[src/design/twd_defs.svh]
// Register offsets, field positions, reset values and keys of the timing and watchdog unit
`ifndef TWD_DEFS_SVH
`define TWD_DEFS_SVH

// ----------------------------------------------------------------------------
// Bus widths
// ----------------------------------------------------------------------------
`define TWD_ADDR_W        24
`define TWD_DATA_W        16

// ----------------------------------------------------------------------------
// Register offsets
// ----------------------------------------------------------------------------
`define TWD_OFS_CONFIG    24'hFFFF20
`define TWD_OFS_PRESCALE  24'hFFFF22
`define TWD_OFS_PRESET    24'hFFFF24
`define TWD_OFS_CTRL      24'hFFFF26
`define TWD_OFS_WD_COUNT  24'hFFFF28
`define TWD_OFS_WD_MATCH  24'hFFFF2A

// ----------------------------------------------------------------------------
// Configuration fields
// ----------------------------------------------------------------------------
`define TWD_CFG_LOCK_CFG  0
`define TWD_CFG_LOCK_PRE  1
`define TWD_CFG_LOCK_TMR  2
`define TWD_CFG_LOCK_WDC  3
`define TWD_CFG_WD_CLKSEL 4
`define TWD_CFG_MATCH_EN  5
`define TWD_CFG_RST       6'h00

// ----------------------------------------------------------------------------
// Control and status fields
// ----------------------------------------------------------------------------
`define TWD_CSR_RESTART   0
`define TWD_CSR_TC        1
`define TWD_CSR_INTEN     2

// ----------------------------------------------------------------------------
// Reset values and keys
// ----------------------------------------------------------------------------
`define TWD_PRE_RST       3'h0
`define TWD_PRESET_RST    16'hFFFF
`define TWD_WDC_RST       8'h00
`define TWD_SERVICE_KEY   8'h5C

`endif

[src/design/twd_pkg.sv]
// Types shared by the timing and watchdog unit
package twd_pkg;
  `include "twd_defs.svh"

  typedef enum logic [1:0] {
    PM_ACTIVE = 2'b00,
    PM_PSAVE  = 2'b01,
    PM_IDLE   = 2'b10,
    PM_HALT   = 2'b11
  } twd_pwr_mode_t;

  typedef enum logic [1:0] {
    WD_OFF = 2'b00,
    WD_RUN = 2'b01,
    WD_ERR = 2'b10
  } twd_wd_state_t;

  typedef struct packed {
    logic [`TWD_ADDR_W-1:0] addr;
    logic [`TWD_DATA_W-1:0] wdata;
    logic                   wr;
    logic                   rd;
  } twd_bus_req_t;
endpackage : twd_pkg

[src/design/twd_timer_watchdog.sv]
// Timing and watchdog unit: prescaler, periodic timer, watchdog and register port
//
// Summary of operation
// - Slow clock divided by 1, 2, 4, 8, 16 or 32 via a 3-bit field.
// - Periodic timer is a 16-bit down counter stepping on each prescaled tick.
// - At zero the timer reloads from the preset and keeps counting unaided.
// - Reaching zero gives a tick-out pulse of one prescaled period and sets terminal count.
// - Tick-out raises the interrupt only when enabled; also exported for wake-up use.
// - New preset leaves the running count alone; used at the next reload.
// - Restart bit reloads at the next prescaled edge, then clears itself.
// - Watchdog is an 8-bit down counter, idle and silent after reset.
// - Write to count or match register starts it; only reset stops it.
// - Clock select 0 steps watchdog on tick-out, 1 on prescaled tick.
// - Match mode off: count write reloads counter; match writes only start an idle watchdog.
// - Match mode on: writing 5Ch reloads the stored count.
// - Late, too frequent or wrong-key service raises watchdog error and reset.
// - Locked registers ignore writes; reads return zero.
// - Lock bits stay set until reset, including the config lock.
// - Config bits 0..3 lock config, prescaler, timer pair, watchdog count.
// - Outside active mode only the match register is accessible.
// - Counting continues in power save and idle; halt freezes and resumes.
// - Reset clears config; bit 5 match mode, bit 4 clock select.
// - Divisor codes 000..101 give 1..32; other codes reserved.
// - Timer preset resets to FFFFh.
//
// Our own choice: the plain strobed port.
`timescale 1ns/10ps
`include "twd_defs.svh"

module twd_timer_watchdog (
  // Clock and reset
  input  wire logic                   i_ref_clk,
  input  wire logic                   i_nrst,
  // Register port
  input  wire twd_pkg::twd_bus_req_t  i_bus,
  output logic [`TWD_DATA_W-1:0]      o_rdata,
  // Slow clock and power mode
  input  wire logic                   i_slow_clk,
  input  wire twd_pkg::twd_pwr_mode_t i_pwr_mode,
  // Events
  output logic                        o_tick_out_pulse,
  output logic                        o_tick_irq,
  output logic                        o_wd_reset
);

  // --------------------------------------------------------------------------
  // Functions
  // --------------------------------------------------------------------------
  // Reserved codes fall back to the slowest divisor rather than stopping
  function automatic logic [4:0] div_mask(input logic [2:0] code);
    case (code)
      3'h0:    div_mask = 5'h00;
      3'h1:    div_mask = 5'h01;
      3'h2:    div_mask = 5'h03;
      3'h3:    div_mask = 5'h07;
      3'h4:    div_mask = 5'h0F;
      default: div_mask = 5'h1F;
    endcase
  endfunction

  // --------------------------------------------------------------------------
  // Declarations
  // --------------------------------------------------------------------------
  logic                  slow_q_ff;
  logic                  slow_en;
  logic                  frozen;
  logic                  active;
  logic [4:0]            pre_cnt_ff;
  logic                  pre_tick;
  logic [5:0]            cfg_ff;
  logic [2:0]            pre_sel_ff;
  logic [15:0]           preset_ff;
  logic                  restart_ff;
  logic                  tc_ff;
  logic                  inten_ff;
  logic [15:0]           tmr_cnt_ff;
  logic                  tick_evt;
  logic                  tick_out_ff;
  logic                  nxt_tick_out;
  logic                  irq_ff;
  twd_pkg::twd_wd_state_t wd_state_ff;
  logic [7:0]            wd_cnt_ff;
  logic [7:0]            wd_reload_ff;
  logic                  served_ff;
  logic                  wd_clk;
  logic                  sel_cfg;
  logic                  sel_pre;
  logic                  sel_tmr;
  logic                  sel_csr;
  logic                  sel_wdc;
  logic                  sel_match;
  logic                  acc_cfg;
  logic                  acc_pre;
  logic                  acc_tmr;
  logic                  acc_wdc;
  logic                  wr_cfg;
  logic                  wr_pre;
  logic                  wr_tmr;
  logic                  wr_csr;
  logic                  wr_wdc;
  logic                  wr_match;
  logic                  match_mode;
  logic                  key_ok;
  logic                  svc;
  logic                  bad_key;
  logic                  wd_late;
  logic                  wd_often;
  logic [`TWD_DATA_W-1:0] nxt_rdata;
  logic [`TWD_DATA_W-1:0] rdata_ff;

  // --------------------------------------------------------------------------
  // Slow clock edge and power mode
  // --------------------------------------------------------------------------
  always_ff @(posedge i_ref_clk) begin
    if (!i_nrst) begin
      slow_q_ff <= 1'b0;
    end else begin
      slow_q_ff <= i_slow_clk;
    end
  end

  assign frozen  = (i_pwr_mode == twd_pkg::PM_HALT);
  assign active  = (i_pwr_mode == twd_pkg::PM_ACTIVE);
  // Edges seen during halt are dropped, so counting resumes where it stopped
  assign slow_en = i_slow_clk & ~slow_q_ff & ~frozen;

  // --------------------------------------------------------------------------
  // Prescaler
  // --------------------------------------------------------------------------
  always_ff @(posedge i_ref_clk) begin
    if (!i_nrst) begin
      pre_cnt_ff <= 5'h00;
    end else if (slow_en) begin
      pre_cnt_ff <= pre_cnt_ff + 5'h01;
    end
  end

  assign pre_tick = slow_en &&
                    ((pre_cnt_ff & div_mask(pre_sel_ff)) == div_mask(pre_sel_ff));

  // --------------------------------------------------------------------------
  // Register decode
  // --------------------------------------------------------------------------
  assign sel_cfg   = (i_bus.addr == `TWD_OFS_CONFIG);
  assign sel_pre   = (i_bus.addr == `TWD_OFS_PRESCALE);
  assign sel_tmr   = (i_bus.addr == `TWD_OFS_PRESET);
  assign sel_csr   = (i_bus.addr == `TWD_OFS_CTRL);
  assign sel_wdc   = (i_bus.addr == `TWD_OFS_WD_COUNT);
  assign sel_match = (i_bus.addr == `TWD_OFS_WD_MATCH);

  assign acc_cfg = active & ~cfg_ff[`TWD_CFG_LOCK_CFG];
  assign acc_pre = active & ~cfg_ff[`TWD_CFG_LOCK_PRE];
  assign acc_tmr = active & ~cfg_ff[`TWD_CFG_LOCK_TMR];
  assign acc_wdc = active & ~cfg_ff[`TWD_CFG_LOCK_WDC];

  assign wr_cfg   = i_bus.wr & sel_cfg & acc_cfg;
  assign wr_pre   = i_bus.wr & sel_pre & acc_pre;
  assign wr_tmr   = i_bus.wr & sel_tmr & acc_tmr;
  assign wr_csr   = i_bus.wr & sel_csr & acc_tmr;
  assign wr_wdc   = i_bus.wr & sel_wdc & acc_wdc;
  // Match register stays reachable in every mode so low-power code can service
  assign wr_match = i_bus.wr & sel_match;

  // --------------------------------------------------------------------------
  // Configuration register
  // --------------------------------------------------------------------------
  always_ff @(posedge i_ref_clk) begin
    if (!i_nrst) begin
      cfg_ff <= `TWD_CFG_RST;
    end else if (wr_cfg) begin
      cfg_ff[5:4] <= i_bus.wdata[5:4];
      cfg_ff[3:0] <= cfg_ff[3:0] | i_bus.wdata[3:0];
    end
  end

  // --------------------------------------------------------------------------
  // Prescaler select and preset
  // --------------------------------------------------------------------------
  always_ff @(posedge i_ref_clk) begin
    if (!i_nrst) begin
      pre_sel_ff <= `TWD_PRE_RST;
    end else if (wr_pre) begin
      pre_sel_ff <= i_bus.wdata[2:0];
    end
  end

  always_ff @(posedge i_ref_clk) begin
    if (!i_nrst) begin
      preset_ff <= `TWD_PRESET_RST;
    end else if (wr_tmr) begin
      preset_ff <= i_bus.wdata;
    end
  end

  // --------------------------------------------------------------------------
  // Control and status
  // --------------------------------------------------------------------------
  always_ff @(posedge i_ref_clk) begin
    if (!i_nrst) begin
      inten_ff <= 1'b0;
    end else if (wr_csr) begin
      inten_ff <= i_bus.wdata[`TWD_CSR_INTEN];
    end
  end

  // A restart written on a tick edge is kept pending for the following edge
  always_ff @(posedge i_ref_clk) begin
    if (!i_nrst) begin
      restart_ff <= 1'b0;
    end else if (wr_csr && i_bus.wdata[`TWD_CSR_RESTART]) begin
      restart_ff <= 1'b1;
    end else if (pre_tick) begin
      restart_ff <= 1'b0;
    end
  end

  // Terminal count is write-one-to-clear; a new tick wins over the clear
  always_ff @(posedge i_ref_clk) begin
    if (!i_nrst) begin
      tc_ff <= 1'b0;
    end else if (tick_evt) begin
      tc_ff <= 1'b1;
    end else if (wr_csr && i_bus.wdata[`TWD_CSR_TC]) begin
      tc_ff <= 1'b0;
    end
  end

  // --------------------------------------------------------------------------
  // Periodic timer
  // --------------------------------------------------------------------------
  // Zero is held for one tick, so one period is preset plus one ticks
  assign tick_evt = pre_tick && !restart_ff && (tmr_cnt_ff == 16'h0001);

  always_ff @(posedge i_ref_clk) begin
    if (!i_nrst) begin
      tmr_cnt_ff <= `TWD_PRESET_RST;
    end else if (pre_tick) begin
      if (restart_ff || (tmr_cnt_ff == 16'h0000)) begin
        tmr_cnt_ff <= preset_ff;
      end else begin
        tmr_cnt_ff <= tmr_cnt_ff - 16'h0001;
      end
    end
  end

  assign nxt_tick_out = pre_tick ? tick_evt : tick_out_ff;

  always_ff @(posedge i_ref_clk) begin
    if (!i_nrst) begin
      tick_out_ff <= 1'b0;
    end else begin
      tick_out_ff <= nxt_tick_out;
    end
  end

  always_ff @(posedge i_ref_clk) begin
    if (!i_nrst) begin
      irq_ff <= 1'b0;
    end else begin
      irq_ff <= nxt_tick_out & inten_ff;
    end
  end

  assign o_tick_out_pulse = tick_out_ff;
  assign o_tick_irq       = irq_ff;

  // --------------------------------------------------------------------------
  // Watchdog
  // --------------------------------------------------------------------------
  assign wd_clk     = cfg_ff[`TWD_CFG_WD_CLKSEL] ? pre_tick : tick_evt;
  assign match_mode = cfg_ff[`TWD_CFG_MATCH_EN];
  assign key_ok     = (i_bus.wdata[7:0] == `TWD_SERVICE_KEY);
  assign svc        = (wr_wdc & ~match_mode) | (wr_match & match_mode & key_ok);
  assign bad_key    = wr_match & match_mode & ~key_ok;
  assign wd_late    = wd_clk && (wd_cnt_ff == 8'h00);
  assign wd_often   = svc && served_ff;

  always_ff @(posedge i_ref_clk) begin
    if (!i_nrst) begin
      wd_reload_ff <= `TWD_WDC_RST;
    end else if (wr_wdc) begin
      wd_reload_ff <= i_bus.wdata[7:0];
    end
  end

  // Set by a service, cleared by the next watchdog step
  always_ff @(posedge i_ref_clk) begin
    if (!i_nrst) begin
      served_ff <= 1'b0;
    end else if (wd_state_ff == twd_pkg::WD_RUN && svc) begin
      served_ff <= 1'b1;
    end else if (wd_clk) begin
      served_ff <= 1'b0;
    end
  end

  always_ff @(posedge i_ref_clk) begin
    if (!i_nrst) begin
      wd_state_ff <= twd_pkg::WD_OFF;
      wd_cnt_ff   <= `TWD_WDC_RST;
    end else begin
      unique case (wd_state_ff)
        twd_pkg::WD_OFF: begin
          if (wr_wdc || wr_match) begin
            wd_state_ff <= twd_pkg::WD_RUN;
            wd_cnt_ff   <= wr_wdc ? i_bus.wdata[7:0] : wd_reload_ff;
          end
        end
        twd_pkg::WD_RUN: begin
          if (bad_key || wd_late || wd_often) begin
            wd_state_ff <= twd_pkg::WD_ERR;
          end else if (svc) begin
            wd_cnt_ff <= match_mode ? wd_reload_ff : i_bus.wdata[7:0];
          end else if (wd_clk) begin
            wd_cnt_ff <= wd_cnt_ff - 8'h01;
          end
        end
        twd_pkg::WD_ERR: begin
          wd_state_ff <= twd_pkg::WD_ERR;
        end
        default: begin
          wd_state_ff <= twd_pkg::WD_ERR;
        end
      endcase
    end
  end

  // Held until the device reset arrives, so a slow reset tree cannot miss it
  assign o_wd_reset = (wd_state_ff == twd_pkg::WD_ERR);

  // --------------------------------------------------------------------------
  // Read path
  // --------------------------------------------------------------------------
  // Locked or inaccessible registers read as zero
  always_comb begin
    nxt_rdata = 16'h0000;
    if (i_bus.rd) begin
      if (sel_cfg && acc_cfg) begin
        nxt_rdata = {10'h000, cfg_ff};
      end else if (sel_pre && acc_pre) begin
        nxt_rdata = {13'h0000, pre_sel_ff};
      end else if (sel_tmr && acc_tmr) begin
        nxt_rdata = preset_ff;
      end else if (sel_csr && acc_tmr) begin
        nxt_rdata = {13'h0000, inten_ff, tc_ff, restart_ff};
      end else if (sel_wdc && acc_wdc) begin
        nxt_rdata = {8'h00, wd_cnt_ff};
      end
    end
  end

  always_ff @(posedge i_ref_clk) begin
    if (!i_nrst) begin
      rdata_ff <= 16'h0000;
    end else begin
      rdata_ff <= nxt_rdata;
    end
  end

  assign o_rdata = rdata_ff;
endmodule // twd_timer_watchdog

[config.mk]
export PLATFORM = sky130hd
export DESIGN_NAME = twd_timer_watchdog
export DESIGN_NICKNAME = d
export VERILOG_FILES = /design/src/design/twd_pkg.sv /design/src/design/twd_timer_watchdog.sv
export VERILOG_INCLUDE_DIRS = /design/src /design/src/design
export SDC_FILE = /design/constraint.sdc
export NUM_CORES = 1
export LEC_CHECK = 0
export BUFFER_PORTS_ARGS = -buffer_cell sky130_fd_sc_hd__buf_4
export CELL_PAD_IN_SITES_DETAIL_PLACEMENT = 1
export CELL_PAD_IN_SITES_GLOBAL_PLACEMENT = 1
export CORE_ASPECT_RATIO = 0.7
export CORE_UTILIZATION = 30
export CTS_CLUSTER_DIAMETER = 50
export DETAILED_ROUTE_END_ITERATION = 10
export PLACE_DENSITY_LB_ADDON = 0.2
export SLEW_MARGIN = 20
export SYNTH_ARGS = -nofsm -noshare
export SYNTH_HDL_FRONTEND = slang
export SYNTH_SLANG_ARGS = --single-unit
[constraint.sdc]
create_clock -name i_ref_clk -period 2.5 [get_ports i_ref_clk]
set_clock_uncertainty 0.05 [all_clocks]
set_input_delay 0.375 -clock i_ref_clk [delete_from_list [all_inputs] [get_ports i_ref_clk]]
set_output_delay 0.375 -clock i_ref_clk [all_outputs]
set_load 0.05 [all_outputs]
==> impl_metrics.json, run 1 <==
{
  "status": "finished clean",
  "crit_type": "reg2reg",
  "ys.flop_type": "dfxtp_1",
  "p_leak_uw": 0.002321,
  "netlist_instances": 513,
  "vias": 4107,
  "grt_pass1_wl_mm": 22.73,
  "drcViolationCount": 0,
  "drtIter0Drc": 268,
  "fin_crit_sh_pct": 90.47,
  "cts_tree": "done",
  "rr_startpoint": "tmr_cnt_ff[12]$_SDFFE_PN1P_",
  "vias_per_cell": 5.186,
  "hold_viol_final": 0,
  "synth_top_family_by_area": "simple AND/OR/NAND/NOR gates",
  "worstHoldPathCells": 3,
  "yosysSeqAreaShare_pct": 39.57,
  "irDropWorstVdd_uv": 290.5,
  "rsz0062_at_grt": "false",
  "final_cell_mix": "buf_4 (98), dfxtp_1 (87), nand2_1 (72)",
  "firstDrtPassIters": 4,
  "fp.dieH_um": 103.3,
  "synth_async_sr_flop_share_pct": 0,
  "ys_ff_latch": 87,
  "synth_top_area_cell": "dfxtp_1",
  "worst_pin_slew_ns": 0.7666,
  "critPathLaunch": "tmr_cnt_ff[12]$_SDFFE_PN1P_",
  "cts_setup_buffers": 0,
  "cts_made_buffers": 9,
  "totalWireLength_mm": 13.92,
  "synth_warnings": 0,
  "synthXorXnorAreaFrac_pct": 1.990,
  "h-tree-depth": 3,
  "synth_simple_gate_area_share_pct": 30.42,
  "max-slew-margin-rel_pct": 48.89,
  "critPathCaptureType": "register",
  "synthAdderAreaFrac_pct": 1.421,
  "cts_hold_buf": 0,
  "grt_pass1_vias": 4200,
  "hold_start": "i_bus[12]",
  "dp.cells": 776,
  "area_delta_synth_final_pct": 26.15,
  "worstPathMaxFanout": 8,
  "initial_core_util_pct": 31.22,
  "ctsResizeCount": 0,
  "r2r_slack_ns": 0.24,
  "drive_above_1_share_pct": 24.25,
  "overflow": 0,
  "synthTopCellsByArea": "dfxtp_1 (40%), nand2_1 (6.1%), mux2i_1 (5.9%), nor2_1 (3.7%), nand3_1 (3.6%)",
  "ys_types": 69,
  "critPathLaunchType": "register",
  "postSynthAreaPerCell_um2": 8.580,
  "rows": 36,
  "place.gp.congestion": 0.8391,
  "wl_per_cell_um": 17.58,
  "design_area_mm2": 0.005553,
  "die_area_mm2": 0.01517,
  "drv_slew": 0,
  "synth-compound-area-share_pct": 15.46,
  "fin_crit_ns": 2.262,
  "synth_top_area_share_pct": 39.57,
  "clk_path_buf_depth": 2,
  "instances_no_fill": 792,
  "port-buffer-count": 65,
  "ios": 66,
  "nNetsFinal": 649,
  "dpl_cell_area_mm2": 0.005264,
  "synth_edf_count": 0,
  "hpwl_mm": 10.43,
  "regToRegEndpoint": "wd_cnt_ff[4]$_SDFFE_PN0P_",
  "final_common_cell": "buf_4",
  "coreArea_mm2": 0.01410,
  "crit_required_ns": 2.69,
  "tns_ns": 0,
  "setup_viol": 0,
  "hold_path.class": "in2reg",
  "postRouteAntennaNets": 0,
  "cts_root_buffer": "clkbuf_16",
  "reg2reg_depth": 7,
  "synthMuxAreaShare_pct": 7.447,
  "min_to": "preset_ff[10]$_SDFFE_PN1P_",
  "fmax_ghz": 0.4421,
  "clk_latency_ns": 0.35,
  "antenna_found_initial": 0,
  "synth.cell_area_mm2": 0.004402,
  "arrival_ns": 2.45,
  "max_cap_viol_count": 0,
  "p_per_area_mw_per_mm2": 525.1,
  "die_width_um": 146.8,
  "grtUsageTotal_pct": 19.57,
  "grt_max_degree": 76,
  "antenna_cells": 0,
  "clk_pin_slew_ns": 0.07,
  "syn_nets": 565,
  "clock_sinks": 87
}
## worst max-delay path by stage
stage,to,slack [ns],cells after the start
global route,wd_cnt_ff[5]$_SDFFE_PN0P_,0.11,8
finish,wd_cnt_ff[4]$_SDFFE_PN0P_,0.24,7
global placement,wd_cnt_ff[4]$_SDFFE_PN0P_,-0.004,8
CTS,wd_cnt_ff[5]$_SDFFE_PN0P_,0.22,8
floorplan,wd_cnt_ff[4]$_SDFFE_PN0P_,0.17,7
detailed placement,wd_cnt_ff[5]$_SDFFE_PN0P_,-0.04,8
## final cells by class
class | instances | area [µm²]
Multi-Input combinational cell | 390 | 2507
Tap cell | 190 | 237.7
Clock inverter | 7 | 63.81
Clock buffer | 9 | 225.2
Fill cell | 1681 | 8546
Inverter | 11 | 41.29
Timing Repair Buffer | 98 | 735.7
Sequential cell | 87 | 1742
## power by group
| part | switching, µW | internal, µW | total (µW) |
|---|---|---|---|
| combinational | 101 | 88.5 | 189 |
| sequential | 8.42 | 1390 | 1400 |
| clock | 630 | 697 | 1330 |
| total | 739 | 2180 | 2920 |
## flip-flops by register name, indices dropped and copies added (netlist names)
name / flops
slow_q_ff: 1
pre_cnt_ff: 5
tmr_cnt_ff: 16
wd_reload_ff: 8
wd_state_ff: 2
o_tick_out_pulse: 1
pre_sel_ff: 3
tc_ff: 1
preset_ff: 16
o_tick_irq: 1
wd_cnt_ff: 8
cfg_ff: 6
inten_ff: 1
served_ff: 1
restart_ff: 1
o_rdata: 16
## metrics by stage
stage	utilization (%)	total power [µW]	hold slack, ns	setup slack (ns)
final	39.39	2916	0.1827	0.2383
after global routing	39.39	3028	0.1815	0.1111
after CTS	39.39	2955	0.1752	0.2157
after detailed placement	37.34	1622	0.4309	-0.03598
after global placement	37.34	1617	0.4199	-0.003805
after floorplan	-	1511	0.3995	0.1741
## kinds of logic (layout without fill, tap and decap cells)
logic type      after synthesis  after routing
mux                          32             32
simple gates                245            245
compound gates               98             98
buf+inv                      36            125
flops                        87             87
xor+xnor                     10             10
fa+ha+maj                     5              5
## synthesized netlist by cell type (all sizes together) (2+ instances only)
| cell | count |
|---|---|
| a21boi | 4 |
| a21o | 4 |
| a21oi | 21 |
| a221oi | 3 |
| a222oi | 4 |
| a22oi | 4 |
| a31oi | 11 |
| a32oi | 2 |
| and2 | 16 |
| and4b | 3 |
| buf | 7 |
| clkbuf | 18 |
| dfxtp | 87 |
| ha | 5 |
| inv | 11 |
| mux2 | 6 |
| mux2i | 26 |
| nand2 | 74 |
| nand3 | 32 |
| nand4 | 12 |
| nand4b | 3 |
| nor2 | 43 |
| nor2b | 22 |
| nor3 | 12 |
| nor4 | 10 |
| o211a | 3 |
| o211ai | 6 |
| o21ai | 16 |
| o21ba | 3 |
| o22ai | 10 |
| or2 | 2 |
| or3 | 4 |
| or4 | 3 |
| or4b | 2 |
| xnor2 | 6 |
| xor2 | 4 |
## routing by layer
metal / vias up / wire length (µm) / track usage [%]
li1: 2008 / - / -
met1: 2024 / 6988 / 27.29
met2: 66 / 6017 / 30.40
met3: 9 / 780 / 4.430
met4: 0 / 138 / 5.369
met5: - / 0 / 0
## critical path: stages, from the launching register on
cell	delay (ns)
dfxtp_1	0.37
nor4_1	0.39
and4_1	0.30
a31oi_2	0.14
or2_2	0.33
nand3_1	0.19
nand2_4	0.14
o211a_1	0.24
Power figures use the tool's default switching activity.
==> run 2: changes to the inputs <==
--- a/config.mk
+++ b/config.mk
@@ -13,7 +13,7 @@
 export CORE_UTILIZATION = 30
 export CTS_CLUSTER_DIAMETER = 50
 export DETAILED_ROUTE_END_ITERATION = 10
-export PLACE_DENSITY_LB_ADDON = 0.2
+export PLACE_DENSITY = 0.64
 export SLEW_MARGIN = 20
 export SYNTH_ARGS = -nofsm -noshare
 export SYNTH_HDL_FRONTEND = slang
==> run 2 against run 1 <==
  * Sequential power is essentially flat
  * Fmax shrank 2.7%
  * Via count is 0.29% higher
  * Power up 1.6%
  * Wire length is 2.2% lower
  * Setup slack got worse by 0.062 ns
  * Critical path depth unchanged
  * Global-route usage is 0.36 points lower
  * Sequential share of layout area down 0.078 points
  * Non-clock buffer count did not move
  * Register-to-register slack worse by 0.06 ns
  * Sequential cell count unchanged
  * Largest cell class unchanged
==> impl_metrics.json, run 2 (same netlist as run 1, synthesis figures left out) <==
{
  "crit_required_ns": 2.69,
  "drv_slew": 0,
  "coreArea_mm2": 0.01410,
  "busiest_layer": "met2",
  "arrival_ns": 2.51,
  "intPower_uw": 2260,
  "grtUsageMet2_pct": 29.57,
  "drive_above_1_share_pct": 24.25,
  "cts_root_buffer": "clkbuf_16",
  "irDropWorstVdd_uv": 297.2,
  "ios": 66,
  "grt_max_degree": 76,
  "rr_startpoint": "tmr_cnt_ff[12]$_SDFFE_PN1P_",
  "vias_per_cell": 5.201,
  "worstPathMaxFanout": 8,
  "fillers": 1648,
  "met3_usage_pct": 4.605,
  "die_width_um": 146.8,
  "cts_hold_buf": 0,
  "cp_top_family": "simple AND/OR/NAND/NOR gates",
  "fin_crit_ns": 2.324,
  "power_switching_uw": 700.6,
  "hold_start": "i_bus[11]",
  "overflow": 0,
  "fp.dieH_um": 103.3,
  "cts_setup_buffers": 0,
  "die_area_mm2": 0.01517,
  "hpwl_mm": 10.13,
  "drtIter0Drc": 192,
  "max-slew-margin-rel_pct": 49.30,
  "vias": 4119,
  "clk_path_buf_depth": 2,
  "p_clk_share_pct": 46.3,
  "initial_core_util_pct": 31.22,
  "p_leak_uw": 0.002323,
  "antenna_cells": 0,
  "cts_tree": "done",
  "clk_latency_ns": 0.34,
  "sequentialPowerShare_pct": 47.3,
  "rsz0062_at_grt": "false",
  "reg2reg_depth": 7,
  "max_cap_viol_count": 0,
  "fin_crit_sh_pct": 92.96,
  "final_cell_mix": "buf_4 (98), dfxtp_1 (87), nand2_1 (72)",
  "worstHoldPathCells": 3,
  "tns_ns": 0,
  "regToRegEndpoint": "wd_cnt_ff[5]$_SDFFE_PN0P_",
  "hold_viol_final": 0,
  "worst_pin_slew_ns": 0.7605,
  "critPathLaunchType": "register",
  "combPwrFrac_pct": 6.4,
  "firstDrtPassIters": 4,
  "totalWireLength_mm": 13.62,
  "fmax_ghz": 0.4303,
  "cts_made_buffers": 9,
  "final_common_cell": "buf_4",
  "nNetsFinal": 649,
  "swShare_pct": 23.66,
  "setup_viol": 0,
  "p_per_area_mw_per_mm2": 531.9,
  "antenna_found_initial": 0,
  "ctsResizeCount": 0,
  "min_to": "preset_ff[9]$_SDFFE_PN1P_",
  "max_stage_delay_ns": 0.42,
  "h-tree-depth": 3,
  "cpMaxStageDelayCell": "nor4_1",
  "grt_util_met1_pct": 27.29,
  "worstPathCellList": "nor4_1, and4_1, a31oi_2, or2_2, nand3_1, nand2_4, o211a_1",
  "grt_pass1_wl_mm": 22.47,
  "clock_sinks": 87,
  "port-buffer-count": 65,
  "drcViolationCount": 0,
  "grtUsageTotal_pct": 19.21,
  "critPathCaptureType": "register",
  "status": "finished clean",
  "clk_pin_slew_ns": 0.07,
  "path_buf_inv": 0,
  "r2r_slack_ns": 0.18,
  "wl_per_cell_um": 17.20,
  "grt_pass1_vias": 4159,
  "area_delta_synth_final_pct": 26.46,
  "hold_path.class": "in2reg",
  "rows": 36,
  "place.gp.congestion": 0.7872,
  "postRouteAntennaNets": 0,
  "crit_type": "reg2reg",
  "post-route-util_pct": 39.48
}
[run 2: changes by cell type in the layout (fill, tap and decap cells not counted)]
cell / change
inv_8: -2
bufinv_16: +1
clkbuf_1: +1
clkinvlp_4: +1
inv_6: -1
or4_1: -1
or4_4: +1
[run 2: area by class of cell]
type                            instances  area, µm²  share of cell area (%)
Clock buffer                           10      229.0                   4.113
Clock inverter                          6      70.07                   1.259
Inverter                               11      41.29                  0.7417
Multi-Input combinational cell        390       2511                   45.11
Sequential cell                        87       1742                   31.29
Tap cell                              190      237.7                   4.271
Timing Repair Buffer                   98      735.7                   13.22
[run 2: stage by stage]
stage / total power [µW] / worst slack, ns / std cells / instance area [µm²] / hold slack (ns)
CTS: 2993 / 0.1469 / 792 / 5563 / 0.1859
global route: 3071 / 0.06642 / 792 / 5567 / 0.1773
finish: 2961 / 0.1760 / 792 / 5567 / 0.1900
detailed placement: 1621 / -0.04629 / 776 / 5264 / 0.4259
floorplan: 1511 / 0.1741 / 513 / 4402 / 0.3995
global placement: 1615 / -0.01745 / 776 / 5264 / 0.4243
[run 2: metal layers]
metal	vias to the layer above	share of wire [%]
li1	2013	-
met3	9	5.2
met2	74	43
met5	-	0
met1	2023	51
met4	0	0.63
[run 2: power groups by stage]
stage,registers [µW],clock network (µW),logic (µW)
2_1_floorplan,1430,0,81.5
3_3_place_gp,1430,0,183
3_5_place_dp,1430,0,189
4_1_cts,1400,1400,190
5_1_grt,1400,1460,207
6_report,1400,1370,189
[run 2: worst max-delay path by stage]
stage / slack (ns) / to / cells after the start / start
6_report: 0.18 / wd_cnt_ff[5]$_SDFFE_PN0P_ / 7 / tmr_cnt_ff[12]$_SDFFE_PN1P_
5_1_grt: 0.07 / wd_cnt_ff[1]$_SDFFE_PN0P_ / 8 / cfg_ff[3]$_SDFFE_PN0P_
4_1_cts: 0.15 / wd_cnt_ff[1]$_SDFFE_PN0P_ / 8 / cfg_ff[3]$_SDFFE_PN0P_
3_5_place_dp: -0.05 / wd_cnt_ff[5]$_SDFFE_PN0P_ / 8 / i_bus[22]
3_3_place_gp: -0.02 / wd_cnt_ff[5]$_SDFFE_PN0P_ / 8 / i_bus[22]
2_1_floorplan: 0.17 / wd_cnt_ff[4]$_SDFFE_PN0P_ / 7 / i_bus[22]
[run 2: tightest hold or removal path, stage by stage]
cell and delay, ns:
buf_4 0.08, nand2_1 0.04, nand3_1 0.06
==> run 3: changes to the inputs <==
--- a/config.mk
+++ b/config.mk
@@ -10,10 +10,10 @@
 export CELL_PAD_IN_SITES_DETAIL_PLACEMENT = 1
 export CELL_PAD_IN_SITES_GLOBAL_PLACEMENT = 1
 export CORE_ASPECT_RATIO = 0.7
-export CORE_UTILIZATION = 30
+export CORE_UTILIZATION = 43
 export CTS_CLUSTER_DIAMETER = 50
 export DETAILED_ROUTE_END_ITERATION = 10
-export PLACE_DENSITY = 0.64
+export PLACE_DENSITY = 0.85
 export SLEW_MARGIN = 20
 export SYNTH_ARGS = -nofsm -noshare
 export SYNTH_HDL_FRONTEND = slang
==> run 3 against run 2 <==
  * Final area fell by 1.5%
  * Via count rose by 4.4%
  * Critical path type unchanged
  * Hold slack worse by 0.011 ns
  * Largest cell class unchanged
  * Global-route usage is 8.4 points higher
  * Cell count fell by 8.1%
  * Utilization rose by 16 points
  * Clock power increased by 3%
  * Fmax shrank 2.6%
==> impl_metrics.json, run 3 (same netlist as run 1, synthesis figures left out) <==
{
  "status": "finished clean",
  "cts_root_buffer": "clkbuf_16",
  "arrival_ns": 2.61,
  "hold_viol_final": 0,
  "cts_made_buffers": 9,
  "ios": 66,
  "hold_path.class": "in2reg",
  "grt_pass1_vias": 4271,
  "rr_startpoint": "cfg_ff[3]$_SDFFE_PN0P_",
  "antenna_found_initial": 0,
  "place.gp.congestion": 0.8772,
  "grtUsageTotal_pct": 27.56,
  "totalWireLength_mm": 13.74,
  "coreArea_mm2": 0.009834,
  "final_common_cell": "buf_4",
  "critPathLaunchType": "register",
  "fillers": 1192,
  "ff_latch_area_mm2": 0.001742,
  "nNetsFinal": 647,
  "drcViolationCount": 0,
  "grt_max_degree": 76,
  "r2r_slack_ns": 0.12,
  "clk_pin_slew_ns": 0.07,
  "hpwl_mm": 10.11,
  "area_delta_synth_final_pct": 24.62,
  "p_leak_uw": 0.002321,
  "total_power_uw": 2996,
  "cts_tree": "done",
  "wl_per_cell_um": 18.88,
  "hold_ws_ns": 0.1789,
  "clk_path_buf_depth": 2,
  "max-slew-margin-rel_pct": 52.15,
  "fin_crit_ns": 2.385,
  "h-tree-depth": 3,
  "port-buffer-count": 65,
  "rsz0062_at_grt": "false",
  "p_per_area_mw_per_mm2": 546.2,
  "final_cell_mix": "buf_4 (96), dfxtp_1 (87), nand2_1 (72)",
  "multi_input_area_mm2": 0.002512,
  "drv_slew": 0,
  "antenna_cells": 0,
  "clk_latency_ns": 0.35,
  "crit_required_ns": 2.72,
  "worstPathMaxFanout": 12,
  "crit_type": "reg2reg",
  "critPathCaptureType": "register",
  "fp.dieH_um": 86.65,
  "drtIter0Drc": 312,
  "dpl_cell_area_mm2": 0.005171,
  "critPathLaunch": "cfg_ff[3]$_SDFFE_PN0P_",
  "vias_per_cell": 5.907,
  "fmax_ghz": 0.4193,
  "setup_viol": 0,
  "irDropWorstVdd_uv": 415.1,
  "rows": 30,
  "overflow": 0,
  "postRouteAntennaNets": 0,
  "fin_crit_sh_pct": 95.40,
  "die_area_mm2": 0.01065,
  "max_cap_viol_count": 0,
  "post-route-util_pct": 55.78,
  "die_width_um": 122.9,
  "grt_pass1_wl_mm": 22.22,
  "drive_above_1_share_pct": 24.17,
  "design_area_mm2": 0.005485,
  "vias": 4300,
  "firstDrtPassIters": 8,
  "initial_core_util_pct": 44.76,
  "clock_sinks": 87,
  "hold_start": "i_bus[12]",
  "cts_setup_buffers": 0,
  "worst_pin_slew_ns": 0.7177
}
==> run 3: critical path, cell delays in order, from the launching register on <==
cell and delay [ns]:
dfxtp_1 0.39, or4_1 0.63, o32ai_1 0.16, nand4_1 0.13
buf_4 0.23, mux2_2 0.29, mux2i_1 0.18, nand2_1 0.08
mux2i_1 0.17
==> run 3: layer usage <==
| metal | track usage [%] | share of wire (%) |
|---|---|---|
| met5 | 0 | 0 |
| met4 | 9.313 | 2.2 |
| met2 | 43.56 | 45 |
| met1 | 37.30 | 47 |
| met3 | 5.724 | 5.2 |
==> run 3: power breakdown <==
group	internal, µW	total (µW)	leakage, µW	switching (µW)
Clock	794	1410	0.000149	615
Combinational	87.2	187	0.00147	99.8
Sequential	1390	1400	0.000703	8.07
Total	2270	3000	0.00232	723
==> run 3: stage by stage <==
step / setup slack, ns / setup TNS, ns / cells
3_3_place_gp: -0.002360 / -0.005343 / 712
5_1_grt: 0.01498 / 0 / 728
6_report: 0.1150 / 0 / 728
3_5_place_dp: -0.05171 / -0.1347 / 712
4_1_cts: 0.1147 / 0 / 728
2_1_floorplan: 0.1741 / 0 / 513
==> run 3: area by class of cell <==
cell class / count / share of cell area [%]
Clock buffer: 9 / 4.106
Clock inverter: 7 / 1.528
Inverter: 11 / 0.7527
Multi-Input combinational cell: 390 / 45.80
Sequential cell: 87 / 31.75
Tap cell: 128 / 2.920
Timing Repair Buffer: 96 / 13.14
==> run 3: what timing repair did <==
item	CTS	global route
resized for setup	0	1
hold endpoints to repair	0	0
endpoints found under the setup margin	0	3
hold buffers	0	0
==> run 3: final timing paths <==
path / to / depth (start not counted)
worst max-delay path: wd_cnt_ff[1]$_SDFFE_PN0P_ / 8
worst min-delay path: preset_ff[10]$_SDFFE_PN1P_ / 3
worst max register to register: wd_cnt_ff[1]$_SDFFE_PN0P_ / 8
worst min register to register: preset_ff[9]$_SDFFE_PN1P_ / 2
